File: config.mk
export PLATFORM = sky130hd
export DESIGN_NAME = dcgh_dev_end_flat
export DESIGN_NICKNAME = d
export VERILOG_FILES = /design/src/pkg/dcgh_pkg.sv /design/src/pkg/dcgh_lp_if.sv /design/src/rtl/dcgh_sync.sv /design/src/rtl/dcgh_dev_end.sv /design/src/flat_wrapper.sv
export VERILOG_INCLUDE_DIRS = /design/src /design/src/pkg
export SDC_FILE = /design/constraint.sdc
export NUM_CORES = 1
export LEC_CHECK = 0
export ABC_CLOCK_PERIOD_IN_PS = 2900
export BUFFER_PORTS_ARGS = -buffer_cell sky130_fd_sc_hd__clkbuf_2
export CAP_MARGIN = 0
export CORE_ASPECT_RATIO = 0.9
export CORE_MARGIN = 3
export CORE_UTILIZATION = 35
export CTS_CLUSTER_DIAMETER = 100
export DETAILED_ROUTE_END_ITERATION = 16
export SYNTH_ARGS = -nofsm -noshare
export SYNTH_HDL_FRONTEND = slang
export SYNTH_SLANG_ARGS = --single-unit
File: constraint.sdc
create_clock -name sys_clk -period 2.9 [get_ports sys_clk]
set_input_delay 0 -clock sys_clk [delete_from_list [all_inputs] [get_ports sys_clk]]
set_output_delay 0 -clock sys_clk [all_outputs]
set_load 0.005 [all_outputs]
File: src/pkg/dcgh_cfg.svh
// Constants for the domain clock-gating handshake: counts, widths and reset levels
`ifndef DCGH_CFG_SVH
`define DCGH_CFG_SVH

// ------------------------------------------------------------------
// Structure
// ------------------------------------------------------------------
`define DCGH_N_DOM        2
`define DCGH_CNT_W        4
`define DCGH_SYNC_STAGES  3

// ------------------------------------------------------------------
// Reset levels of the low-power channel and the clock enable
// ------------------------------------------------------------------
`define DCGH_REQ_RST      1'b1
`define DCGH_ACK_RST      1'b1
`define DCGH_ACT_RST      1'b0
`define DCGH_CLKEN_RST    1'b1

`endif

File: src/pkg/dcgh_pkg.sv
// Types shared by both ends of the domain clock-gating handshake
package dcgh_pkg;

   // ------------------------------------------------------------------
   // Device end, one per clock domain (Gray along run-drain-stop)
   // ------------------------------------------------------------------
   typedef enum logic [1:0] {
      DCGH_DEV_RUN   = 2'b00,
      DCGH_DEV_DRAIN = 2'b01,
      DCGH_DEV_STOP  = 2'b11
   } dcgh_dev_state_t;

   // ------------------------------------------------------------------
   // Register routing path of the central domain
   // ------------------------------------------------------------------
   typedef enum logic [1:0] {
      DCGH_REG_IDLE = 2'b00,
      DCGH_REG_WAIT = 2'b01,
      DCGH_REG_FWD  = 2'b11
   } dcgh_reg_state_t;

   // ------------------------------------------------------------------
   // Controller end, one per clock domain
   // ------------------------------------------------------------------
   typedef enum logic [1:0] {
      DCGH_CTL_ON   = 2'b00,
      DCGH_CTL_REQ  = 2'b01,
      DCGH_CTL_OFF  = 2'b11,
      DCGH_CTL_WAKE = 2'b10
   } dcgh_ctl_state_t;

endpackage

File: src/pkg/dcgh_lp_if.sv
// Low-power channels between the interconnect domains and the clock controller
`timescale 1ns/1ps
interface dcgh_lp_if #(
   parameter int ND = 3
);
   logic [ND-1:0] csysreq;   // Controller to domain, low asks for gating
   logic [ND-1:0] csysack;   // Domain to controller, follows csysreq
   logic [ND-1:0] cactive;   // Domain to controller, high while busy

   modport dev (
      input  csysreq,
      output csysack,
      output cactive
   );

   modport ctl (
      output csysreq,
      input  csysack,
      input  cactive
   );
endinterface

File: src/rtl/dcgh_sync.sv
// Three-stage synchroniser whose output moves once stages two and three agree
`timescale 1ns/1ps
module dcgh_sync #(
   parameter int          W       = 1,
   parameter logic        RST_VAL = 1'b0
) (
   // Clock and reset
   input  wire logic          sys_clk,
   input  wire logic          rst,
   // Data
   input  wire logic [W-1:0]  d,
   output logic      [W-1:0]  q
);

   logic [W-1:0] s1_r;
   logic [W-1:0] s2_r;
   logic [W-1:0] s3_r;

   // First stage feeds only the second, so metastability never reaches logic
   always_ff @(posedge sys_clk) begin
      if (rst) begin
         s1_r <= {W{RST_VAL}};
         s2_r <= {W{RST_VAL}};
         s3_r <= {W{RST_VAL}};
      end else begin
         s1_r <= d;
         s2_r <= s1_r;
         s3_r <= s2_r;
      end
   end

   // Filtered output: a bit moves only when two settled samples agree
   always_ff @(posedge sys_clk) begin
      if (rst) begin
         q <= {W{RST_VAL}};
      end else begin
         q <= (s2_r & ~(s2_r ^ s3_r)) | (q & (s2_r ^ s3_r));
      end
   end

endmodule // dcgh_sync

File: src/rtl/dcgh_dev_end.sv
// Interconnect end: per-domain gating handshake plus a register routing domain
//
// Behaviour
// - Channel: activity and acknowledge out, request in
// - One low-power channel for every clock domain
// - AHB slave ports each own a domain
// - Block entry on request, then wait until nothing outstanding
// - Acknowledge low only after blocking completes
// - Controller gates clock when acknowledge falls
// - No denial; falling acknowledge always grants
// - Activity output high while busy, low idle
// - System ensures AHB port idle before gating
// - Extra domain routes register accesses to owners
// - Routing domain wakes owners; accesses always succeed
// - Routing domain channel wired to a controller
// - All cross-domain signalling uses asynchronous crossings
// - System keeps foreign APB clocks running
`timescale 1ns/1ps
`include "dcgh_cfg.svh"
module dcgh_dev_end
   import dcgh_pkg::*;
#(
   parameter int N_DOM = `DCGH_N_DOM,
   parameter int CNT_W = `DCGH_CNT_W,
   parameter int DW    = (N_DOM > 1) ? $clog2(N_DOM) : 1
) (
   // Clock and reset
   input  wire logic             sys_clk,
   input  wire logic             rst,
   // Low-power channels, entry N_DOM belongs to the routing domain
   dcgh_lp_if.dev                lp,
   // Transaction entry per domain
   input  wire logic [N_DOM-1:0] txn_valid,
   output logic      [N_DOM-1:0] txn_ready,
   input  wire logic [N_DOM-1:0] txn_done,
   // Status per domain
   output logic      [N_DOM:0]   dom_busy,
   output logic      [N_DOM:0]   dom_blocked,
   // Register access from software side
   input  wire logic             reg_valid,
   input  wire logic [DW-1:0]    reg_dom,
   output logic                  reg_ready,
   output logic                  reg_done,
   // Register access forwarded to the owning domain
   output logic                  reg_fwd_valid,
   output logic      [DW-1:0]    reg_fwd_dom,
   input  wire logic             reg_fwd_done
);

   localparam int ND = N_DOM + 1;
   localparam logic [CNT_W-1:0] CNT_MAX = {CNT_W{1'b1}};

   // ------------------------------------------------------------------
   // Elaboration checks
   // ------------------------------------------------------------------
   if (N_DOM < 1) begin : g_chk_dom
      $error("dcgh_dev_end needs at least one domain");
   end
   if (CNT_W < 1) begin : g_chk_cnt
      $error("dcgh_dev_end counter width must be positive");
   end
   if (DW < 1 || (1 << DW) < N_DOM) begin : g_chk_dw
      $error("dcgh_dev_end reg_dom too narrow");
   end

   // ------------------------------------------------------------------
   // Declarations
   // ------------------------------------------------------------------
   logic [ND-1:0]      req_s;
   logic [ND-1:0]      ack_r;
   logic [ND-1:0]      act_r;
   logic [ND-1:0]      idle;
   logic [ND-1:0]      want;
   dcgh_dev_state_t    st_r   [ND];
   dcgh_dev_state_t    st_nxt [ND];
   logic [CNT_W-1:0]   cnt_r   [N_DOM];
   logic [CNT_W-1:0]   cnt_nxt [N_DOM];
   logic [N_DOM-1:0]   accept;
   dcgh_reg_state_t    rs_r;
   logic [DW-1:0]      rtgt_r;
   logic               reg_take;
   logic [N_DOM-1:0]   tmask;

   // Decode a domain index into a one-hot target mask
   function automatic logic [N_DOM-1:0] dom_mask(input logic [DW-1:0] idx);
      logic [N_DOM-1:0] m;
      m = '0;
      for (int k = 0; k < N_DOM; k++) begin
         if (idx == k[DW-1:0]) m[k] = 1'b1;
      end
      return m;
   endfunction

   // ------------------------------------------------------------------
   // Request input crossing
   // ------------------------------------------------------------------
   // Requests arrive from the controller's domain, so each passes a synchroniser
   dcgh_sync #(.W(ND), .RST_VAL(`DCGH_REQ_RST)) u_req_sync (
      .sys_clk (sys_clk),
      .rst     (rst),
      .d       (lp.csysreq),
      .q       (req_s)
   );

   // Channel outputs straight from flip-flops, one pair per domain
   assign lp.csysack = ack_r;
   assign lp.cactive = act_r;

   // ------------------------------------------------------------------
   // Entry and outstanding count per domain
   // ------------------------------------------------------------------
   // Each domain counts its own traffic, so an AHB port in its own domain
   // is never stopped by another port's gating
   assign accept = txn_valid & txn_ready;

   always_comb begin
      for (int i = 0; i < N_DOM; i++) begin
         cnt_nxt[i] = cnt_r[i];
         if (accept[i] && !(txn_done[i] && cnt_r[i] != '0)) begin
            cnt_nxt[i] = cnt_r[i] + 1'b1;
         end else if (!accept[i] && txn_done[i] && cnt_r[i] != '0) begin
            cnt_nxt[i] = cnt_r[i] - 1'b1;
         end
      end
   end

   always_ff @(posedge sys_clk) begin
      for (int i = 0; i < N_DOM; i++) begin
         if (rst) begin
            cnt_r[i] <= '0;
         end else begin
            cnt_r[i] <= cnt_nxt[i];
         end
      end
   end

   // Ready only while running; a full counter also holds entry shut
   always_ff @(posedge sys_clk) begin
      for (int i = 0; i < N_DOM; i++) begin
         if (rst) begin
            txn_ready[i] <= 1'b1;
         end else begin
            txn_ready[i] <= (st_nxt[i] == DCGH_DEV_RUN) && (cnt_nxt[i] != CNT_MAX);
         end
      end
   end

   // ------------------------------------------------------------------
   // Quiescence and activity
   // ------------------------------------------------------------------
   // Target mask held in a net, since a select on a call result is not legal
   assign tmask = dom_mask(rtgt_r);

   // A forwarded register access counts as outstanding in its owner domain
   always_comb begin
      for (int i = 0; i < N_DOM; i++) begin
         idle[i] = (cnt_r[i] == '0) && !((rs_r == DCGH_REG_FWD) && tmask[i]);
         want[i] = txn_valid[i] || (cnt_r[i] != '0)
                   || ((rs_r != DCGH_REG_IDLE) && tmask[i]);
      end
      idle[N_DOM] = (rs_r == DCGH_REG_IDLE);
      want[N_DOM] = reg_valid || (rs_r != DCGH_REG_IDLE);
   end

   // Activity asks the controller to keep or restore a clock
   always_ff @(posedge sys_clk) begin
      if (rst) begin
         act_r    <= {ND{`DCGH_ACT_RST}};
         dom_busy <= '0;
      end else begin
         act_r    <= want;
         dom_busy <= want;
      end
   end

   // ------------------------------------------------------------------
   // Low-power handshake per domain
   // ------------------------------------------------------------------
   // A request that returns during draining cancels it without an acknowledge
   always_comb begin
      for (int i = 0; i < ND; i++) begin
         st_nxt[i] = st_r[i];
         case (st_r[i])
            DCGH_DEV_RUN: begin
               if (!req_s[i]) st_nxt[i] = DCGH_DEV_DRAIN;
            end
            DCGH_DEV_DRAIN: begin
               if (req_s[i]) st_nxt[i] = DCGH_DEV_RUN;
               else if (idle[i]) st_nxt[i] = DCGH_DEV_STOP;
            end
            default: begin
               if (req_s[i]) st_nxt[i] = DCGH_DEV_RUN;
            end
         endcase
      end
   end

   // Acknowledge drops only in the stopped state, never as a refusal
   always_ff @(posedge sys_clk) begin
      for (int i = 0; i < ND; i++) begin
         if (rst) begin
            st_r[i]        <= DCGH_DEV_RUN;
            ack_r[i]       <= `DCGH_ACK_RST;
            dom_blocked[i] <= 1'b0;
         end else begin
            st_r[i]        <= st_nxt[i];
            ack_r[i]       <= (st_nxt[i] != DCGH_DEV_STOP);
            dom_blocked[i] <= (st_nxt[i] != DCGH_DEV_RUN);
         end
      end
   end

   // ------------------------------------------------------------------
   // Register routing domain
   // ------------------------------------------------------------------
   assign reg_take = reg_valid && reg_ready;

   // Accesses wait for the owner's clock rather than failing
   always_ff @(posedge sys_clk) begin
      if (rst) begin
         rs_r          <= DCGH_REG_IDLE;
         rtgt_r        <= '0;
         reg_ready     <= 1'b0;
         reg_done      <= 1'b0;
         reg_fwd_valid <= 1'b0;
         reg_fwd_dom   <= '0;
      end else begin
         reg_done      <= 1'b0;
         reg_fwd_valid <= 1'b0;
         case (rs_r)
            DCGH_REG_IDLE: begin
               reg_ready <= (st_nxt[N_DOM] == DCGH_DEV_RUN) && !reg_take;
               if (reg_take) begin
                  rtgt_r <= reg_dom;
                  rs_r   <= DCGH_REG_WAIT;
               end
            end
            DCGH_REG_WAIT: begin
               reg_ready <= 1'b0;
               // Owner must be running; activity above wakes it if gated
               if ((dom_mask(rtgt_r) & txn_ready) != '0) begin
                  reg_fwd_valid <= 1'b1;
                  reg_fwd_dom   <= rtgt_r;
                  rs_r          <= DCGH_REG_FWD;
               end
            end
            default: begin
               reg_ready <= 1'b0;
               if (reg_fwd_done) begin
                  reg_done <= 1'b1;
                  rs_r     <= DCGH_REG_IDLE;
               end
            end
         endcase
      end
   end

endmodule // dcgh_dev_end

File: src/flat_wrapper.sv
// flat-port wrapper written by rule: the top's interface ports become plain ports
module dcgh_dev_end_flat import dcgh_pkg::*;
#(
   parameter int N_DOM = `DCGH_N_DOM,
   parameter int CNT_W = `DCGH_CNT_W,
   parameter int DW    = (N_DOM > 1) ? $clog2(N_DOM) : 1
)
  (sys_clk, rst, txn_valid, txn_ready, txn_done, dom_busy, dom_blocked, reg_valid, reg_dom, reg_ready, reg_done, reg_fwd_valid, reg_fwd_dom, reg_fwd_done, lp_csysreq, lp_csysack, lp_cactive);
  dcgh_lp_if #(.ND(3)) lp_i ();
  input  wire logic sys_clk;
  input  wire logic rst;
  input  wire logic [N_DOM-1:0] txn_valid;
  output logic      [N_DOM-1:0] txn_ready;
  input  wire logic [N_DOM-1:0] txn_done;
  output logic      [N_DOM:0] dom_busy;
  output logic      [N_DOM:0] dom_blocked;
  input  wire logic reg_valid;
  input  wire logic [DW-1:0] reg_dom;
  output logic reg_ready;
  output logic reg_done;
  output logic reg_fwd_valid;
  output logic      [DW-1:0] reg_fwd_dom;
  input  wire logic reg_fwd_done;
  input wire logic [$bits(lp_i.csysreq)-1:0] lp_csysreq;
  output wire logic [$bits(lp_i.csysack)-1:0] lp_csysack;
  output wire logic [$bits(lp_i.cactive)-1:0] lp_cactive;
  assign lp_i.csysreq = lp_csysreq;
  assign lp_csysack = lp_i.csysack;
  assign lp_cactive = lp_i.cactive;
  dcgh_dev_end #(.N_DOM(N_DOM), .CNT_W(CNT_W), .DW(DW)) u_core (.sys_clk(sys_clk), .rst(rst), .lp(lp_i), .txn_valid(txn_valid), .txn_ready(txn_ready), .txn_done(txn_done), .dom_busy(dom_busy), .dom_blocked(dom_blocked), .reg_valid(reg_valid), .reg_dom(reg_dom), .reg_ready(reg_ready), .reg_done(reg_done), .reg_fwd_valid(reg_fwd_valid), .reg_fwd_dom(reg_fwd_dom), .reg_fwd_done(reg_fwd_done));
endmodule
## After elaboration in Yosys (flattened, before gate mapping)

Memories as Yosys holds them, arrays and structs flattened.
Cells that the tools add are included.
W data, S select, Z words.

- Register bits after elaboration: 30
- Latch bits: 0
- Memory bits (writable): 14
- Memories kept: 2
- Output and inout port bits: 18
- Bits in read-only memories: 0

- Add/sub/neg operators: 4
- $mul: 0
- Equal/unequal tests: 12
- Muxes and demuxes: 39
- Shift-type cells: 0
- Bitwise operators: 14
- Divide/modulo/power cells: 0
- Magnitude comparators: 0
- Reductions and logical operators: 53

Memory list:

| memory | words | bits a word | read ports | clocked after Yosys merged registers in | wr ports | RTL line | text |
|---|---|---|---|---|---|---|---|
| u_core.cnt_r | 2 | 4 | 2 | 0 | 2 | dcgh_dev_end.sv:76 | `logic [CNT_W-1:0] cnt_r [N_DOM];` |
| u_core.st_r | 3 | 2 | 3 | 0 | 3 | dcgh_dev_end.sv:74 | `dcgh_dev_state_t st_r [ND];` |

Operator list:

| kind | number |
|---|---|
| $mux W2 | 18 |
| $mux W4 | 6 |
| $logic_and A1 B1 Y1 | 18 |
| $pmux W2 S2 | 4 |
| $logic_not A2 Y1 | 7 |
| $mux W1 | 11 |
| $reduce_bool A2 Y1 | 5 |
| $add A4 B1 Y4 const B | 2 |
| $eq A2 B1 Y1 const B | 4 |
| $logic_not A4 Y1 | 2 |
| $ne A2 B2 Y1 const B | 4 |
| $ne A4 B4 Y1 const B | 2 |
| $reduce_bool A4 Y1 | 2 |
| $sub A4 B1 Y4 const B | 2 |
| $logic_not A1 Y1 | 7 |
| $and A3 B3 Y3 | 2 |
| $logic_or A1 B1 Y1 | 5 |
| $or A1 B1 Y1 | 5 |
| $and A2 B2 Y2 | 2 |
| $reduce_and A2 Y1 | 2 |
| $reduce_or A2 Y1 | 2 |
| $not A3 Y3 | 1 |
| $or A3 B3 Y3 | 1 |
| $reduce_and A3 Y1 | 1 |
| other kinds (6) | 7 |

## Depth between registers and ports, before layout

- Word-level depth: 9
- Gate-level depth with buffers: 7

## By module

A second synthesis with hierarchy kept.

- Cell total of the unflattened synthesis: 183
- Area total of the unflattened synthesis: 1,727.9 µm²

Modules (own cells, without submodules):

| module | area an instance (µm²) | cells an instance | instances |
|---|---|---|---|
| dcgh_dev_end | 1,366.3 | 152 | 1 |
| dcgh_sync | 361.6 | 31 | 1 |

## Worst setup path after synthesis

Ideal clock, no wire load.

- Path type: register to register
- From: mem u_core.cnt_r[0][0] (netlist name)
- To: reg u_core.txn_ready[0]
- Period minus slack after synthesis: 1.581 ns
- Slack: 1.319 ns
- Stages on the path, launching flop included: 8
- Arrival: 1.442 ns
- Data required time: 2.761 ns
- Cell sequence: dfxtp_1 > inv_1 > ha_1 > nor3b_2 > nor2b_1 > nor2_1 > nor3b_1 > a41oi_2

RTL lines:

| item | RTL line | text |
|---|---|---|
| start, declared | dcgh_dev_end.sv:76 |  |
| end signal, assigned by index | dcgh_dev_end.sv:143 | `txn_ready[i] <= (st_nxt[i] == DCGH_DEV_RUN) && (cnt_nxt[i] != CNT_MAX);` |
| end, declared | dcgh_dev_end.sv:34 | `output logic [N_DOM-1:0] txn_ready,` |

==> implementation parameters <==
Parameter                              Value

Yosys
  Synth cell types    44
  Count of synthesis-stage warnings from yosys    0
  Most used standard cell by instance count after synthesis    dfxtp_1
  Most numerous cell types in the synthesized netlist    dfxtp_1 (44), nor2_1 (20), a21oi_1 (12)
  Top cell type's share of synthesized area    50.0%
  Cell taking the most area after synthesis    dfxtp_1
  Post-Synthesis Mean Instance Area    9.41 um^2
  Main area contributors after synthesis    dfxtp_1 (50%), nor2_1 (4.3%), a21oi_1 (3.4%), nor2b_1 (3.2%), or2_2 (3.2%)
  Fraction of the yosys area taken by sequential cells    50.0%
  Async set-or-reset flop fraction in the synthesized netlist    0%
  Number of nets produced by synthesis    203
  Number of enable flip-flop cells after synthesis    0
  Synth Instances    187
  Synthesized cell area    around 1800 um^2
  Most used flip-flop cell after synthesis    dfxtp_1
  Flops & latches, synth    44

STA
  Timing-limited maximum frequency    0.564 GHz
  Final worst path period need    approximately 1.8 ns
  Clk_skew    0.00234 ns
  Setup ws final    1.13 ns
  Final-report max-slew violation count    0
  TNS Setup    0 ns
  Setup-failing EPs final    0
  Final cycle utilization of the critical path    61.1%
  Actual slew at the worst max-slew pin    0.644 ns
  Slew Limit Headroom    57.1%
  Number of hold violations in the final report    0
  Setup repair after global routing missed its margin    no

Critical path
  Reg-to-reg critical path endpoint    u_core.txn_ready[1]
  FF-to-FF setup slack    ~1.1 ns
  Longest individual stage delay on the worst path    0.43 ns
  Reg2Reg Depth    7
  Slowest stage cell, crit path    dfxtp_1
  CP endpoint    u_core.txn_ready[1]
  Required @ worst endpoint    slightly above 3 ns
  CP Launch Point    u_core.cnt_r[1][0]
  Critical Path Sink Type    register
  Crit Path Category    register to register
  Crit path launch type    register
  CP Data Arrival Time    between 1.5 and 2 ns
  Critical Path Fanout Max    5
  Startpoint of the worst register-to-register path    u_core.cnt_r[1][0]
  Series of cell instances along the critical path    inv_1 > ha_1 > or3b_1 > nand2_2 > a211o_1 > o21ai_1 > a41oi_2

Clock network
  H-Tree Level Count    2
  Maximum root-to-sink buffer count    2
  Clock buffers created by TritonCTS    5
  Register clock-pin slew on the reported worst setup and hold paths    0.08 ns
  # clock sinks    44
  TritonCTS clock tree    done
  Root Buffer Master    clkbuf_8
  Number of gates resized after cts    0
  Later-pin clock latency in the skew report    0.29 ns

Global routing
  Global-route wire length before repair    5470 um
  Global route total overflow    0
  Via count of the first global-routing pass    roughly 1300
  Antenna violations before repair    0
  Total track usage    12.2%
  Maximum number of pins on one net before global-route repair    37

Place
  Count of input and output buffers    29
  Detailed placer's ending HPWL    roughly 2300 um
  Worst slack at placement    1.15 ns
  Last weighted congestion value of the routability-driven placer    0.832

Drt
  Avg WL per Cell    11.3 um
  Detailed Route WL    approximately 3200 um
  Antenna viol nets, final    0
  First-pass iteration count of the detailed router    4
  Routed vias/inst    between 4 and 5
  Total number of vias    1346
  Count of unresolved DRC violations after routing    0
  Initial DRC count    68

Cells and area
  P&R area growth vs syn    21.2%
  FF+latch area    881 um^2
  Final-layout fill cell count    475
  Layout Nets    between 200 and 250
  Area taken by multi-input logic gates    just over 800 um^2
  Ratio of cells with drive above 1 in the final layout    between 20% and 30%
  ANT cells    0

Min path
  Type of the worst min-delay path    input pin to register

Pwr
  Total power density per cell area    roughly 730 nW/um^2
  Leak Pwr    0.848 nW
  Maximum resistive drop on vdd    0.386 mV
  Power after layout    1.56 mW

Die
  Initial core utilization    between 30% and 40%
  I/O pin cnt    30
  Die Ht    73.3 um
  Die Span X    a little over 80 um
  Die Footprint    ~5900 um^2
  Core region area    about 4700 um^2
  Row Count    23

Outcome
  Run status    finished clean

Run
  Max cap viols    0
[layer usage]
| layer | part of all wire [%] | track usage (%) | vias up |
|---|---|---|---|
| met5 | 0 | 0 | - |
| met4 | 1.4 | 6.19 | 0 |
| met3 | 4.9 | 3.80 | 4 |
| met2 | 43 | 18.9 | 27 |
| met1 | 50 | 15.3 | 602 |
| li1 | - | - | 713 |
[power by group]
part	internal (mW)	switching, mW	leakage [nW]
combinational	0.176	0.206	0.434
clock	0.259	0.214	0.0548
sequential	0.655	0.0538	0.360
[metrics by stage]
stage	cell area [um^2]	hold WS [ns]	cells	utilization [%]
floorplan	1760	0.104	187	-
global route	2130	0.227	285	45.8
global placement	1940	0.183	269	41.6
detailed placement	1940	0.184	269	41.6
CTS	2130	0.171	285	45.8
finish	2130	0.188	285	45.8
[placed cells by master, fill, tap and decap left out, types with 4 or more instances in the layout]
cell type	synthesis	routed
dfxtp_1	44	44
clkbuf_2	0	29
nor2_1	20	20
a21oi_1	12	12
nand2_1	11	11
or2_2	9	9
nor2b_1	9	9
dlygate4sd3_1	0	8
inv_1	7	7
nor3_1	7	7
clkbuf_8	0	5
o21ai_0	4	4
ha_1	4	4
[registers in the layout, indices dropped and copies added, names as in the netlist, named ones only]
name                    cells
u_core.u_req_sync.s1_r      3
u_core.rtgt_r               1
u_core.lp.csysack           3
u_core.dom_busy             3
u_core.rs_r                 2
u_core.dom_blocked          3
u_core.cnt_r                8
u_core.u_req_sync.s3_r      3
u_core.reg_ready            1
u_core.st_r                 6
u_core.reg_fwd_valid        1
u_core.reg_fwd_dom          1
u_core.reg_done             1
u_core.txn_ready            2
u_core.u_req_sync.s2_r      3
[how the worst min path moves through the flow]
stage / from / end / slack (ns) / cells after the start
floorplan: lp_csysreq[0] / u_core.u_req_sync.s1_r[0] / 0.10 / 1
global placement: lp_csysreq[2] / u_core.u_req_sync.s1_r[2] / 0.18 / 2
detailed placement: lp_csysreq[2] / u_core.u_req_sync.s1_r[2] / 0.18 / 2
CTS: txn_done[1] / u_core.cnt_r[1][0] / 0.17 / 4
global route: txn_done[1] / u_core.cnt_r[1][0] / 0.23 / 4
finish: txn_done[1] / u_core.cnt_r[1][0] / 0.19 / 4
[worst max-delay path: cells and delay by family, from the launching register on]
family          cells  cell delay [ns]
flops               1             0.43
buf+inv             1             0.07
fa+ha+maj           1             0.22
compound gates      3             0.53
simple gates        2             0.38
[what timing repair did]
action | in CTS | in global routing
hold buffers | 8 | 0
endpoints found under the hold margin | 9 | 0
setup buffers | 0 | 0
[final cells by class]
cell class / count / share of cell area (%)
flip-flops and latches: 44 / 41.3
multi-input cells: 127 / 37.9
repair buffers: 37 / 10.6
well taps: 62 / 3.64
clock buffers: 5 / 3.23
clock inverters: 3 / 2.17
inverters: 7 / 1.23
[kinds of logic after synthesis]
| kind of cell | after synthesis | share of synthesized area (%) |
|---|---|---|
| fa+ha+maj | 4 | 2.84 |
| flops | 44 | 50.0 |
| mux | 2 | 1.21 |
| simple gates | 77 | 24.2 |
| compound gates | 40 | 15.7 |
| xor+xnor | 4 | 1.99 |
| buf+inv | 16 | 4.05 |
Power figures use the tool's default switching activity.
